--- config.mk ---
export PLATFORM = sky130hd
export DESIGN_NAME = sdic_ctrl
export DESIGN_NICKNAME = d
export VERILOG_FILES = /design/src/sdic_pkg.sv /design/src/sdic_ctrl.sv
export SDC_FILE = /design/constraint.sdc
export NUM_CORES = 1
export LEC_CHECK = 0
export BUFFER_PORTS_ARGS = -buffer_cell sky130_fd_sc_hd__buf_2
export CORE_MARGIN = 2
export CORE_UTILIZATION = 58
export DETAILED_ROUTE_END_ITERATION = 10
export PLACE_DENSITY = 0.85
export SETUP_SLACK_MARGIN = 0.05
export SLEW_MARGIN = 20
export SYNTH_ARGS = -nofsm -noshare
export SYNTH_HDL_FRONTEND = slang
export SYNTH_SLANG_ARGS = --single-unit
--- constraint.sdc ---
create_clock -name i_core_clk -period 6.45 [get_ports i_core_clk]
set_input_delay 0.645 -clock i_core_clk [delete_from_list [all_inputs] [get_ports i_core_clk]]
set_output_delay 0.645 -clock i_core_clk [all_outputs]
set_load 0.005 [all_outputs]
--- src/sdic_pkg.sv ---
// Package: register map, bit layout, vectors and timing of the interrupt controller
package sdic_pkg;
    localparam logic [7:0] ADDR_IEN_BASE = 8'ha8;
    localparam logic [7:0] ADDR_IPR_BASE = 8'hb8;
    localparam logic [7:0] ADDR_IEN_EXT  = 8'hc8;
    localparam logic [7:0] ADDR_IPR_EXT  = 8'hf8;
    localparam logic [7:0] MASK_BASE     = 8'h9f;
    localparam logic [7:0] MASK_IPR_BASE = 8'h1f;
    localparam logic [7:0] MASK_EXT      = 8'h3f;
    localparam logic [7:0] RST_REG       = 8'h00;
    localparam int         BIT_GLOBAL    = 7;
    localparam int         BIT_UART      = 4;
    localparam int         BIT_TIMER1    = 3;
    localparam int         BIT_EXT1      = 2;
    localparam int         BIT_TIMER0    = 1;
    localparam int         BIT_EXT0      = 0;
    localparam int         BIT_TX_ERR    = 5;
    localparam int         BIT_CH1_DONE  = 4;
    localparam int         BIT_TX_VALID  = 3;
    localparam int         BIT_CH0_DONE  = 2;
    localparam int         BIT_RX_ERR    = 1;
    localparam int         BIT_RX_VALID  = 0;
    localparam int         NUM_SRC       = 11;
    localparam int         CYC_PER_MC    = 12;
    localparam logic [3:0] SAMPLE_PHASE  = 4'h9;
    localparam logic [3:0] MC_LAST       = 4'hb;
    localparam logic [15:0] VEC_EXT0     = 16'h0003;
    localparam logic [15:0] VEC_RX_VALID = 16'h002b;
    localparam logic [15:0] VEC_TIMER0   = 16'h000b;
    localparam logic [15:0] VEC_RX_ERR   = 16'h0033;
    localparam logic [15:0] VEC_CH0      = 16'h003b;
    localparam logic [15:0] VEC_EXT1     = 16'h0013;
    localparam logic [15:0] VEC_TX_VALID = 16'h0043;
    localparam logic [15:0] VEC_CH1      = 16'h0053;
    localparam logic [15:0] VEC_TIMER1   = 16'h001b;
    localparam logic [15:0] VEC_TX_ERR   = 16'h004b;
    localparam logic [15:0] VEC_UART     = 16'h0023;
endpackage

--- src/sdic_ctrl.sv ---
// Interrupt controller with five base and six serial/DMA sources
//
// Behaviour
// - Rx valid from fifo flag or done
// - Tx valid from fifo flag or done
// - Select bit only picks valid flags
// - Error requests are OR of error flags
// - Sample flags at S5P2, poll at S6P2 of the same cycle
// - Equal priority: earliest in poll order
// - Fixed eleven-source polling order
// - Base sources keep their standard vectors
// - New sources vector 002BH to 0053H
// - Extended enable register bit layout
// - Base enable register standard layout
// - Extended priority: one means high
// - Base priority register unchanged
// - All four registers bit-addressable
// - Exactly two hardware priority levels
// - Unimplemented bits ignore writes
// - Channel done flags: hardware and software
`timescale 1ns/1ps
`default_nettype none
module sdic_ctrl (
    input  wire logic        i_core_clk,
    input  wire logic        i_rst_n,
    input  wire logic [7:0]  i_sfr_addr,
    input  wire logic        i_sfr_wr,
    input  wire logic        i_sfr_rd,
    input  wire logic [7:0]  i_sfr_wdata,
    input  wire logic        i_bit_wr,
    input  wire logic [2:0]  i_bit_sel,
    input  wire logic        i_bit_val,
    output logic [7:0]       o_sfr_rdata,
    output logic             o_sfr_hit,
    input  wire logic        i_external0_flag,
    input  wire logic        i_external1_flag,
    input  wire logic        i_timer0_overflow,
    input  wire logic        i_timer1_overflow,
    input  wire logic        i_uart_txrx_flag,
    input  wire logic        i_tx_status_dma,
    input  wire logic        i_rx_fifo_not_empty,
    input  wire logic        i_rx_complete_flag,
    input  wire logic        i_tx_fifo_not_full,
    input  wire logic        i_tx_complete_flag,
    input  wire logic [3:0]  i_rx_err_flags,
    input  wire logic [2:0]  i_tx_err_flags,
    input  wire logic        i_chan0_count_zero,
    input  wire logic        i_chan1_count_zero,
    input  wire logic [1:0]  i_done_sw_set,
    input  wire logic [1:0]  i_done_sw_clr,
    output logic [1:0]       o_chan_done,
    input  wire logic        i_reti,
    output logic             o_int_req,
    output logic [15:0]      o_int_vector,
    output logic [3:0]       o_int_src,
    input  wire logic        i_int_ack,
    output logic             o_int_taken
);
    logic [7:0] ien_base_q, ipr_base_q, ien_ext_q, ipr_ext_q;
    logic [1:0] done_q;
    logic [3:0] phase_q;
    logic [10:0] smp_q;
    logic [10:0] smp_hi_q;
    logic [10:0] raw_req;
    logic [10:0] req_pri;
    logic [10:0] src_en;
    logic        rx_valid_req, tx_valid_req, rx_err_req, tx_err_req;
    logic        act_hi_q, act_lo_q;
    logic        pend_q;
    logic [3:0]  src_q;
    logic [15:0] vec_q;
    logic        sel_found;
    logic [3:0]  sel_idx;
    logic        sel_hi;
    logic [7:0]  wr_val;

    // Valid requests follow the DMA select; nothing else is steered by it
    assign rx_valid_req = i_tx_status_dma ? i_rx_complete_flag : i_rx_fifo_not_empty;
    assign tx_valid_req = i_tx_status_dma ? i_tx_complete_flag : i_tx_fifo_not_full;
    assign rx_err_req   = |i_rx_err_flags;
    assign tx_err_req   = |i_tx_err_flags;

    // Index is polling position, 0 polled first
    assign raw_req = {i_uart_txrx_flag, tx_err_req, i_timer1_overflow, done_q[1],
                      tx_valid_req, i_external1_flag, done_q[0], rx_err_req,
                      i_timer0_overflow, rx_valid_req, i_external0_flag};
    assign src_en = {ien_base_q[sdic_pkg::BIT_UART], ien_ext_q[sdic_pkg::BIT_TX_ERR],
                     ien_base_q[sdic_pkg::BIT_TIMER1], ien_ext_q[sdic_pkg::BIT_CH1_DONE],
                     ien_ext_q[sdic_pkg::BIT_TX_VALID], ien_base_q[sdic_pkg::BIT_EXT1],
                     ien_ext_q[sdic_pkg::BIT_CH0_DONE], ien_ext_q[sdic_pkg::BIT_RX_ERR],
                     ien_base_q[sdic_pkg::BIT_TIMER0], ien_ext_q[sdic_pkg::BIT_RX_VALID],
                     ien_base_q[sdic_pkg::BIT_EXT0]};
    assign req_pri = {ipr_base_q[sdic_pkg::BIT_UART], ipr_ext_q[sdic_pkg::BIT_TX_ERR],
                      ipr_base_q[sdic_pkg::BIT_TIMER1], ipr_ext_q[sdic_pkg::BIT_CH1_DONE],
                      ipr_ext_q[sdic_pkg::BIT_TX_VALID], ipr_base_q[sdic_pkg::BIT_EXT1],
                      ipr_ext_q[sdic_pkg::BIT_CH0_DONE], ipr_ext_q[sdic_pkg::BIT_RX_ERR],
                      ipr_base_q[sdic_pkg::BIT_TIMER0], ipr_ext_q[sdic_pkg::BIT_RX_VALID],
                      ipr_base_q[sdic_pkg::BIT_EXT0]};

    // Machine-cycle phase counter, twelve core clocks per machine cycle
    always_ff @(posedge i_core_clk) begin
        if (!i_rst_n) begin
            phase_q <= 4'h0;
        end else if (phase_q == sdic_pkg::MC_LAST) begin
            phase_q <= 4'h0;
        end else begin
            phase_q <= phase_q + 4'h1;
        end
    end

    // Snapshot at the sample phase; polled at the last phase of the same machine cycle
    always_ff @(posedge i_core_clk) begin
        if (!i_rst_n) begin
            smp_q    <= 11'h000;
            smp_hi_q <= 11'h000;
        end else if (phase_q == sdic_pkg::SAMPLE_PHASE) begin
            smp_q    <= raw_req & src_en & {11{ien_base_q[sdic_pkg::BIT_GLOBAL]}};
            smp_hi_q <= req_pri;
        end
    end

    // Fixed-order search: first high request, else first low request
    always_comb begin
        sel_found = 1'b0;
        sel_idx   = 4'h0;
        sel_hi    = 1'b0;
        for (int k = 0; k < sdic_pkg::NUM_SRC; k++) begin
            if (!sel_found && smp_q[k] && smp_hi_q[k]) begin
                sel_found = 1'b1;
                sel_idx   = 4'(k);
                sel_hi    = 1'b1;
            end
        end
        for (int k = 0; k < sdic_pkg::NUM_SRC; k++) begin
            if (!sel_found && smp_q[k]) begin
                sel_found = 1'b1;
                sel_idx   = 4'(k);
            end
        end
    end

    function automatic logic [15:0] vec_of(input logic [3:0] idx);
        case (idx)
            4'h0:    vec_of = sdic_pkg::VEC_EXT0;
            4'h1:    vec_of = sdic_pkg::VEC_RX_VALID;
            4'h2:    vec_of = sdic_pkg::VEC_TIMER0;
            4'h3:    vec_of = sdic_pkg::VEC_RX_ERR;
            4'h4:    vec_of = sdic_pkg::VEC_CH0;
            4'h5:    vec_of = sdic_pkg::VEC_EXT1;
            4'h6:    vec_of = sdic_pkg::VEC_TX_VALID;
            4'h7:    vec_of = sdic_pkg::VEC_CH1;
            4'h8:    vec_of = sdic_pkg::VEC_TIMER1;
            4'h9:    vec_of = sdic_pkg::VEC_TX_ERR;
            default: vec_of = sdic_pkg::VEC_UART;
        endcase
    endfunction

    // Request to core at end of poll cycle; two in-service levels only
    always_ff @(posedge i_core_clk) begin
        if (!i_rst_n) begin
            pend_q <= 1'b0;
            src_q  <= 4'h0;
            vec_q  <= 16'h0000;
        end else if (i_int_ack && pend_q) begin
            pend_q <= 1'b0;
        end else if (phase_q == sdic_pkg::MC_LAST && !pend_q && sel_found
                     && !act_hi_q && !(act_lo_q && !sel_hi)) begin
            pend_q <= 1'b1;
            src_q  <= sel_idx;
            vec_q  <= vec_of(sel_idx);
        end
    end

    logic pend_hi_q;
    always_ff @(posedge i_core_clk) begin
        if (!i_rst_n) begin
            pend_hi_q <= 1'b0;
        end else if (phase_q == sdic_pkg::MC_LAST && !pend_q) begin
            pend_hi_q <= sel_hi;
        end
    end

    // In-service levels; return releases the higher one first
    always_ff @(posedge i_core_clk) begin
        if (!i_rst_n) begin
            act_hi_q <= 1'b0;
            act_lo_q <= 1'b0;
        end else if (i_int_ack && pend_q) begin
            if (pend_hi_q) begin
                act_hi_q <= 1'b1;
            end else begin
                act_lo_q <= 1'b1;
            end
        end else if (i_reti) begin
            if (act_hi_q) begin
                act_hi_q <= 1'b0;
            end else begin
                act_lo_q <= 1'b0;
            end
        end
    end

    assign o_int_req    = pend_q;
    assign o_int_vector = vec_q;
    assign o_int_src    = src_q;
    assign o_int_taken  = i_int_ack && pend_q;

    // Channel done flags; hardware set beats every clear
    for (genvar c = 0; c < 2; c++) begin : g_done
        logic hw_set;
        logic vec_clr;
        assign hw_set  = (c == 0) ? i_chan0_count_zero : i_chan1_count_zero;
        assign vec_clr = o_int_taken && (src_q == ((c == 0) ? 4'h4 : 4'h7));
        always_ff @(posedge i_core_clk) begin
            if (!i_rst_n) begin
                done_q[c] <= 1'b0;
            end else if (hw_set || i_done_sw_set[c]) begin
                done_q[c] <= 1'b1;
            end else if (vec_clr || i_done_sw_clr[c]) begin
                done_q[c] <= 1'b0;
            end
        end
    end
    assign o_chan_done = done_q;

    // Byte or single-bit write; unimplemented bits are masked away
    function automatic logic [7:0] merge(input logic [7:0] cur, input logic [7:0] msk);
        logic [7:0] v;
        v = cur;
        if (i_bit_wr) begin
            v[i_bit_sel] = i_bit_val;
        end else begin
            v = i_sfr_wdata;
        end
        merge = v & msk;
    endfunction

    always_ff @(posedge i_core_clk) begin
        if (!i_rst_n) begin
            ien_base_q <= sdic_pkg::RST_REG;
            ipr_base_q <= sdic_pkg::RST_REG;
            ien_ext_q  <= sdic_pkg::RST_REG;
            ipr_ext_q  <= sdic_pkg::RST_REG;
        end else if (i_sfr_wr || i_bit_wr) begin
            if (i_sfr_addr == sdic_pkg::ADDR_IEN_BASE) begin
                ien_base_q <= merge(ien_base_q, sdic_pkg::MASK_BASE);
            end else if (i_sfr_addr == sdic_pkg::ADDR_IPR_BASE) begin
                ipr_base_q <= merge(ipr_base_q, sdic_pkg::MASK_IPR_BASE);
            end else if (i_sfr_addr == sdic_pkg::ADDR_IEN_EXT) begin
                ien_ext_q <= merge(ien_ext_q, sdic_pkg::MASK_EXT);
            end else if (i_sfr_addr == sdic_pkg::ADDR_IPR_EXT) begin
                ipr_ext_q <= merge(ipr_ext_q, sdic_pkg::MASK_EXT);
            end
        end
    end

    // Read data registered; unused bits read as zero
    always_ff @(posedge i_core_clk) begin
        if (!i_rst_n) begin
            o_sfr_rdata <= 8'h00;
            o_sfr_hit   <= 1'b0;
        end else begin
            o_sfr_hit <= 1'b1;
            if (i_sfr_addr == sdic_pkg::ADDR_IEN_BASE) begin
                o_sfr_rdata <= ien_base_q;
            end else if (i_sfr_addr == sdic_pkg::ADDR_IPR_BASE) begin
                o_sfr_rdata <= ipr_base_q;
            end else if (i_sfr_addr == sdic_pkg::ADDR_IEN_EXT) begin
                o_sfr_rdata <= ien_ext_q;
            end else if (i_sfr_addr == sdic_pkg::ADDR_IPR_EXT) begin
                o_sfr_rdata <= ipr_ext_q;
            end else begin
                o_sfr_rdata <= 8'h00;
                o_sfr_hit   <= 1'b0;
            end
        end
    end

    logic unused_rd;
    assign unused_rd = i_sfr_rd;
endmodule // sdic_ctrl
`default_nettype wire

==> results.sh, run 1 <==
export IMPL_cts_max_path_buffers=2
export IMPL_start_util_pct=59.80
export IMPL_critical_path_cell_chain="a222oi_1 -> and3_1 -> a32oi_1 -> nor2_1 -> nor2_1 -> ha_1 -> nor3_1 -> o41ai_2"
export IMPL_ioPinCount=83
export IMPL_slew_viol_final=0
export IMPL_crit_cells=8
export IMPL_clock_skew_ns=0.01193
export IMPL_worstHoldPathCells=1
export IMPL_viasPerCell=5.832
export IMPL_place_worst_setup_slack_ns=3.648
export IMPL_grt_pass1_vias=3074
export IMPL_rr_worst_depth=8
export IMPL_htreeDepth=3
export IMPL_p_per_area_mw_per_mm2=201.7
export IMPL_fmax_ghz=0.3625
export IMPL_tightest_slew_ns=0.9498
export IMPL_crit_path_frequent_cell="nor2_1"
export IMPL_core_mm2=0.005886
export IMPL_cap_violations=0
export IMPL_layoutNonFillerInstCount=589
export IMPL_drive_gt1_share_pct=19.26
export IMPL_grt_setup_unrepaired="false"
export IMPL_seq_area_frac_synth_pct=40.95
export IMPL_die_area_mm2=0.006708
export IMPL_synth_edf_count=0
export IMPL_grt_ovfl_total=0
export IMPL_clockRootBuffer="clkbuf_8"
export IMPL_place_inst=574
export IMPL_drtIter0Drc=199
export IMPL_worstSetupPathType="register to register"
export IMPL_hold_buffers=0
export IMPL_postSynthAreaPerCell_um2=7.839
export IMPL_hpwlAfterDp_um=6577
export IMPL_vias=3435
export IMPL_routedWlPerCell_um=14.98
export IMPL_async_flop_share_pct=0
export IMPL_fp_dieH_um=81.90
export IMPL_port_buffers=69
export IMPL_crit_path_start_kind="register"
export IMPL_critPathRequiredTime_ns=6.68
export IMPL_synth_seq_cells=72
export IMPL_ir_drop_mv=0.1349
export IMPL_grt_max_degree=46
export IMPL_clkSinkCount=72
export IMPL_min_path_type="register to register"
export IMPL_finalSetupViolCount=0
export IMPL_track_usage_pct=28.02
export IMPL_cts_buffers=9
export IMPL_gp_congestion=0.9171
export IMPL_crit_fanout=7
export IMPL_worst_path_buf_inv=0
export IMPL_slowest_delay_ns=0.83
export IMPL_synth_cell_type_count=59
export IMPL_cp_slowest_cell="a222oi_1"
export IMPL_clock_latency_ns=0.36
export IMPL_netlist_area_mm2=0.003520
export IMPL_drt_first_pass_iters=4
export IMPL_clkTransAtPathRegs_ns=0.07
export IMPL_setup_ws_ns=3.692
export IMPL_fin_nets=564
export IMPL_cts_tree="yes"
export IMPL_cts_resized=0
export IMPL_antenna_found_initial=0
export IMPL_min_period_ns=2.758
export IMPL_hold_violations=0
export IMPL_slew_limit_headroom_pct=36.15
export IMPL_n_antenna_cell=0
export IMPL_fin_tns_setup_ns=0
export IMPL_synthFlopType="dfxtp_1"
export IMPL_syn_to_final_growth_pct=13.62
export IMPL_antenna_left=0
export IMPL_crit_family="compound AO/OA/AOI/OAI gates"
export IMPL_cp_data_arrival_time_ns=2.99
export IMPL_syn_inst=449
export IMPL_endpoint_kind="register"
export IMPL_cts_setup_buffers=0
export IMPL_fin_hold_ws_ns=0.4707
export IMPL_rows=28
export IMPL_die_w_um=81.90
export IMPL_grt_pass1_wl_um=14150
export IMPL_leakage_nw=1.590
export IMPL_ys_warn_count=0
export IMPL_status="finished clean"
export IMPL_utilization_pct=67.94
export IMPL_drc=0
export IMPL_min_period_over_period_pct=42.77
export IMPL_wl_um=8821
-- sequential cells by signal, summed over array words and instances, names as in the netlist --
register and flops:
act_hi_q 1, act_lo_q 1, ien_base_q 6, ien_ext_q 6, ipr_base_q 5, ipr_ext_q 6
o_chan_done 2, o_int_req 1, o_int_src 4, o_int_vector 5, o_sfr_hit 1, o_sfr_rdata 7
pend_hi_q 1, phase_q 4, smp_hi_q 11, smp_q 11
-- synthesized netlist by cell type (all sizes together) (3+ instances only) --
cell | count | area (um^2)
and3 | 3 | 18.77
o21ai | 32 | 163.9
mux2i | 7 | 70.07
nor2b | 5 | 31.28
a32oi | 3 | 26.28
ha | 4 | 50.05
a21oi | 57 | 285.3
a22oi | 6 | 45.04
nand3 | 8 | 40.04
a211oi | 5 | 37.54
dfxtp | 72 | 1441
nor3 | 8 | 40.04
o31ai | 3 | 22.52
clkbuf | 16 | 60.06
a311oi | 3 | 26.28
nor4 | 4 | 43.80
nor2 | 60 | 225.2
nand2b | 9 | 56.30
inv | 14 | 52.55
buf | 14 | 106.4
or3 | 4 | 25.02
nand2 | 61 | 229.0
nand4 | 10 | 62.56
a221oi | 6 | 52.55
-- worst paths after layout --
check	slack (ns)	from	endpoint
worst max register to register	3.69	smp_q[8]	o_int_vector[3]
worst min register to register	0.47	phase_q[0]	phase_q[0]
worst min-delay path	0.47	phase_q[0]	phase_q[0]
worst max-delay path	3.69	smp_q[8]	o_int_vector[3]
-- kinds of logic after synthesis --
group	count (synthesis)	share of synthesized area [%]
AOI/OAI and AO/OA	134	23.64
other	1	0.1065
xor gates and xnor gates	1	0.2489
and+or+nand+nor	184	24.78
buffers and inverters	44	6.221
adders and majority gates	4	1.422
DFF	72	40.95
muxes	9	2.631
-- through the flow --
step / cell area, um^2 / power, mW
after CTS: 3999 / 0.8085
after global placement: 3837 / 0.5114
after detailed placement: 3837 / 0.5134
final: 3999 / 0.8064
after global routing: 3999 / 0.8396
after floorplan: 3557 / 0.4941
-- worst reg2reg max path: cells and delay by family, from the launching register on --
family | cells | cell delay, ns
AO/OA/AOI/OAI | 3 | 1.09
adder cells (fa/ha/maj) | 1 | 0.30
AND/OR/NAND/NOR | 4 | 0.88
flip-flops | 1 | 0.38
-- layout make-up --
type	count	area (um^2)
clock inverters	6	37.54
inverters	14	52.55
multi-input cells	343	1897
flip-flops and latches	72	1441
repair buffers	70	352.8
well taps	75	93.84
fillers	517	1887
clock buffers	9	123.9
-- report_power, final --
part           total [mW]  leakage [nW]  internal (mW)  switching (mW)
Sequential          0.450         0.581          0.447         0.00275
Clock               0.303        0.0769          0.135           0.168
Combinational      0.0538         0.932         0.0210          0.0328
Total               0.806          1.59          0.603           0.204
-- cell usage in the layout, fill, tap and decap left out, types with 2 or more instances in the layout --
cell type / Yosys / final
mux2i_1: 7 / 7
a211oi_1: 5 / 5
nor4_2: 3 / 3
o2111ai_1: 2 / 2
clkinvlp_4: 0 / 3
mux2_2: 2 / 2
nor3_1: 8 / 8
clkinv_2: 0 / 3
nor2_1: 60 / 60
buf_2: 1 / 69
inv_1: 12 / 12
nand2_1: 61 / 61
o311ai_0: 2 / 2
a22oi_1: 6 / 6
nor2b_1: 5 / 5
o31ai_1: 3 / 3
a311oi_1: 3 / 3
or3_1: 4 / 4
nand3b_1: 2 / 2
a221oi_1: 6 / 6
conb_1: 1 / 11
o21ai_1: 11 / 11
nand2b_1: 9 / 9
inv_2: 2 / 2
a21oi_1: 57 / 57
o21ai_0: 20 / 20
a32oi_1: 3 / 3
a21o_1: 2 / 2
dfxtp_1: 72 / 72
and3_1: 3 / 3
and2_1: 2 / 2
ha_1: 4 / 4
clkbuf_8: 0 / 9
nand3_1: 8 / 8
nand4_1: 10 / 10
-- metal layers --
layer,GRT usage (%),routed length (um),vias to the layer above
met5,0,0,-
met4,14.50,299,0
met3,5.495,602,27
met2,46.91,4314,130
met1,33.99,3605,1573
li1,-,-,1705
(Power assumes the default switching activity.)
==> run 2: changes to the inputs <==
--- a/config.mk
+++ b/config.mk
@@ -7,9 +7,9 @@
 export LEC_CHECK = 0
 export BUFFER_PORTS_ARGS = -buffer_cell sky130_fd_sc_hd__buf_2
 export CORE_MARGIN = 2
-export CORE_UTILIZATION = 58
+export CORE_UTILIZATION = 48
 export DETAILED_ROUTE_END_ITERATION = 10
-export PLACE_DENSITY = 0.85
+export PLACE_DENSITY = 0.75
 export SETUP_SLACK_MARGIN = 0.05
 export SLEW_MARGIN = 20
 export SYNTH_ARGS = -nofsm -noshare
==> constraint.sdc (replaced) <==
create_clock -name i_core_clk -period 2.3 [get_ports i_core_clk]
set_input_delay 0.23 -clock i_core_clk [delete_from_list [all_inputs] [get_ports i_core_clk]]
set_output_delay 0.23 -clock i_core_clk [all_outputs]
set_load 0.005 [all_outputs]
==> run 2 against run 1 <==
- count of clock-buffer cells in the layout up 1
- sequential share of layout area decreased by 2.4 points
- via count increased by 3.7%
- largest cell class unchanged
==> results.sh, run 2 (same netlist as run 1, synthesis figures left out) <==
export IMPL_met2_usage_pct=40.71
export IMPL_status="finished clean"
export IMPL_endpoint_kind="register"
export IMPL_worstReg2RegEnd="o_int_vector[3]"
export IMPL_cts_tree="yes"
export IMPL_core_mm2=0.007176
export IMPL_routedWlPerCell_um=15.18
export IMPL_hpwlAfterDp_um=7087
export IMPL_crit_start="smp_hi_q[8]"
export IMPL_drt_first_pass_iters=5
export IMPL_grt_pass1_vias=3140
export IMPL_p_sw_share_pct=24.48
export IMPL_drive_gt1_share_pct=25.88
export IMPL_rrSetupSlack_ns=0.11
export IMPL_critPathRequiredTime_ns=2.54
export IMPL_ir_drop_mv=0.2983
export IMPL_seqPwrFrac_pct=51.4
export IMPL_gp_congestion=0.9457
export IMPL_clock_skew_ns=0.008826
export IMPL_vias=3563
export IMPL_viasPerCell=5.602
export IMPL_die_w_um=89.63
export IMPL_grt_ovfl_total=0
export IMPL_htreeDepth=3
export IMPL_grt_max_degree=45
export IMPL_intPower_mw=1.852
export IMPL_met3_usage_pct=6.764
export IMPL_die_area_mm2=0.008034
export IMPL_cts_max_path_buffers=2
export IMPL_pwr_share_comb_pct=6.6
export IMPL_track_usage_pct=24.02
export IMPL_slew_limit_headroom_pct=56.02
export IMPL_start_util_pct=49.05
export IMPL_layout_commonest_cell="buf_2"
export IMPL_fp_dieH_um=89.63
export IMPL_fin_hold_ws_ns=0.1479
export IMPL_n_antenna_cell=0
export IMPL_min_period_over_period_pct=95.16
export IMPL_worstSetupPathType="register to register"
export IMPL_clock_latency_ns=0.35
export IMPL_reg_largest_list="smp_hi_q x11, smp_q x11, o_sfr_rdata x7"
export IMPL_fin_nets=586
export IMPL_met1_usage_pct=28.61
export IMPL_drc=0
export IMPL_slew_viol_final=0
export IMPL_grt_pass1_wl_um=14630
export IMPL_antenna_found_initial=0
export IMPL_syn_to_final_growth_pct=22.61
export IMPL_clockRootBuffer="clkbuf_8"
export IMPL_grt_busiest_layer="met2"
export IMPL_cts_buffers=9
export IMPL_min_path_type="input port to register"
export IMPL_regToRegStartpoint="smp_hi_q[8]"
export IMPL_crit_end="o_int_vector[3]"
export IMPL_ioPinCount=83
export IMPL_fmax_ghz=0.4569
export IMPL_clkPwrFrac_pct=42.0
export IMPL_cap_violations=0
export IMPL_drtIter0Drc=208
export IMPL_rr_worst_depth=9
export IMPL_wl_um=9657
export IMPL_total_power_mw=2.453
export IMPL_leakage_nw=1.736
export IMPL_tightest_slew_ns=0.6528
export IMPL_finalSetupViolCount=0
export IMPL_antenna_left=0
export IMPL_rows=31
export IMPL_hold_buffers=0
export IMPL_p_per_area_mw_per_mm2=568.4
export IMPL_clkSinkCount=72
export IMPL_final_cell_mix="buf_2 (69), dfxtp_1 (65), nand2_1 (61)"
export IMPL_grt_setup_unrepaired="true"
export IMPL_port_buffers=69
export IMPL_cp_data_arrival_time_ns=2.43
export IMPL_p_sw_mw=0.6006
export IMPL_min_period_ns=2.189
export IMPL_clkTransAtPathRegs_ns=0.08
export IMPL_crit_path_start_kind="register"
export IMPL_hold_violations=0
export IMPL_crit_fanout=7
## run 2: through the flow
step	TNS, ns	cell area [um^2]	utilization (%)	instances	setup WS, ns
2_1_floorplan	0	3570	-	459	0.05920
4_1_cts	0	4235	59.02	634	0.06725
5_1_grt	-0.002713	4315	60.14	636	-0.002713
6_report	0	4315	60.14	636	0.1114
3_3_place_gp	0	4030	56.16	618	0.1831
3_5_place_dp	0	4030	56.16	618	0.08535
## run 2: how the worst min path moves through the flow
stage | from | end | slack [ns] | cells past startpoint
finish | i_chan0_count_zero | o_chan_done[0] | 0.15 | 3
global route | i_timer0_overflow | smp_q[2] | 0.14 | 3
CTS | i_chan0_count_zero | o_chan_done[0] | 0.15 | 3
detailed placement | ipr_ext_q[5] | smp_hi_q[9] | 0.45 | 2
global placement | phase_q[0] | phase_q[0] | 0.45 | 1
floorplan | i_chan1_count_zero | o_chan_done[1] | 0.40 | 2
## run 2: worst max-delay path, stage by stage, from the launching register on
cell	delay (ns)
dfxtp_2	0.34
a222oi_1	0.36
buf_4	0.21
nand4b_1	0.15
nor4b_2	0.26
a211o_2	0.18
inv_4	0.06
ha_4	0.26
nor3_2	0.04
o41ai_2	0.23
## run 2: layout make-up
type                       count  area, um^2
sequential                    72        1450
tap                           99       123.9
fill                         641        2860
multi-input combinational    343        1963
clock inverter                 6       67.56
inverter                      14       55.05
timing repair buffer          92       518.0
clock buffer                  10       137.6
## run 2: timing repair
item                       4_1_cts  5_1_grt
buffers inserted                 0        2
resized for setup                0       17
setup endpoints to repair        0        4
## run 2: power groups by stage
stage               logic [mW]  registers, mW  clock network (mW)
finish                   0.162           1.26                1.03
global route             0.181           1.26                1.10
CTS                      0.161           1.26                1.05
detailed placement       0.161           1.29                   0
global placement         0.156           1.29                   0
floorplan               0.0976           1.29                   0
## run 2: routing by layer
metal | share of wire (%) | routed length, um
met1 | 44 | 4204
met2 | 49 | 4771
met3 | 4.8 | 465
met4 | 2.2 | 215
met5 | 0 | 0
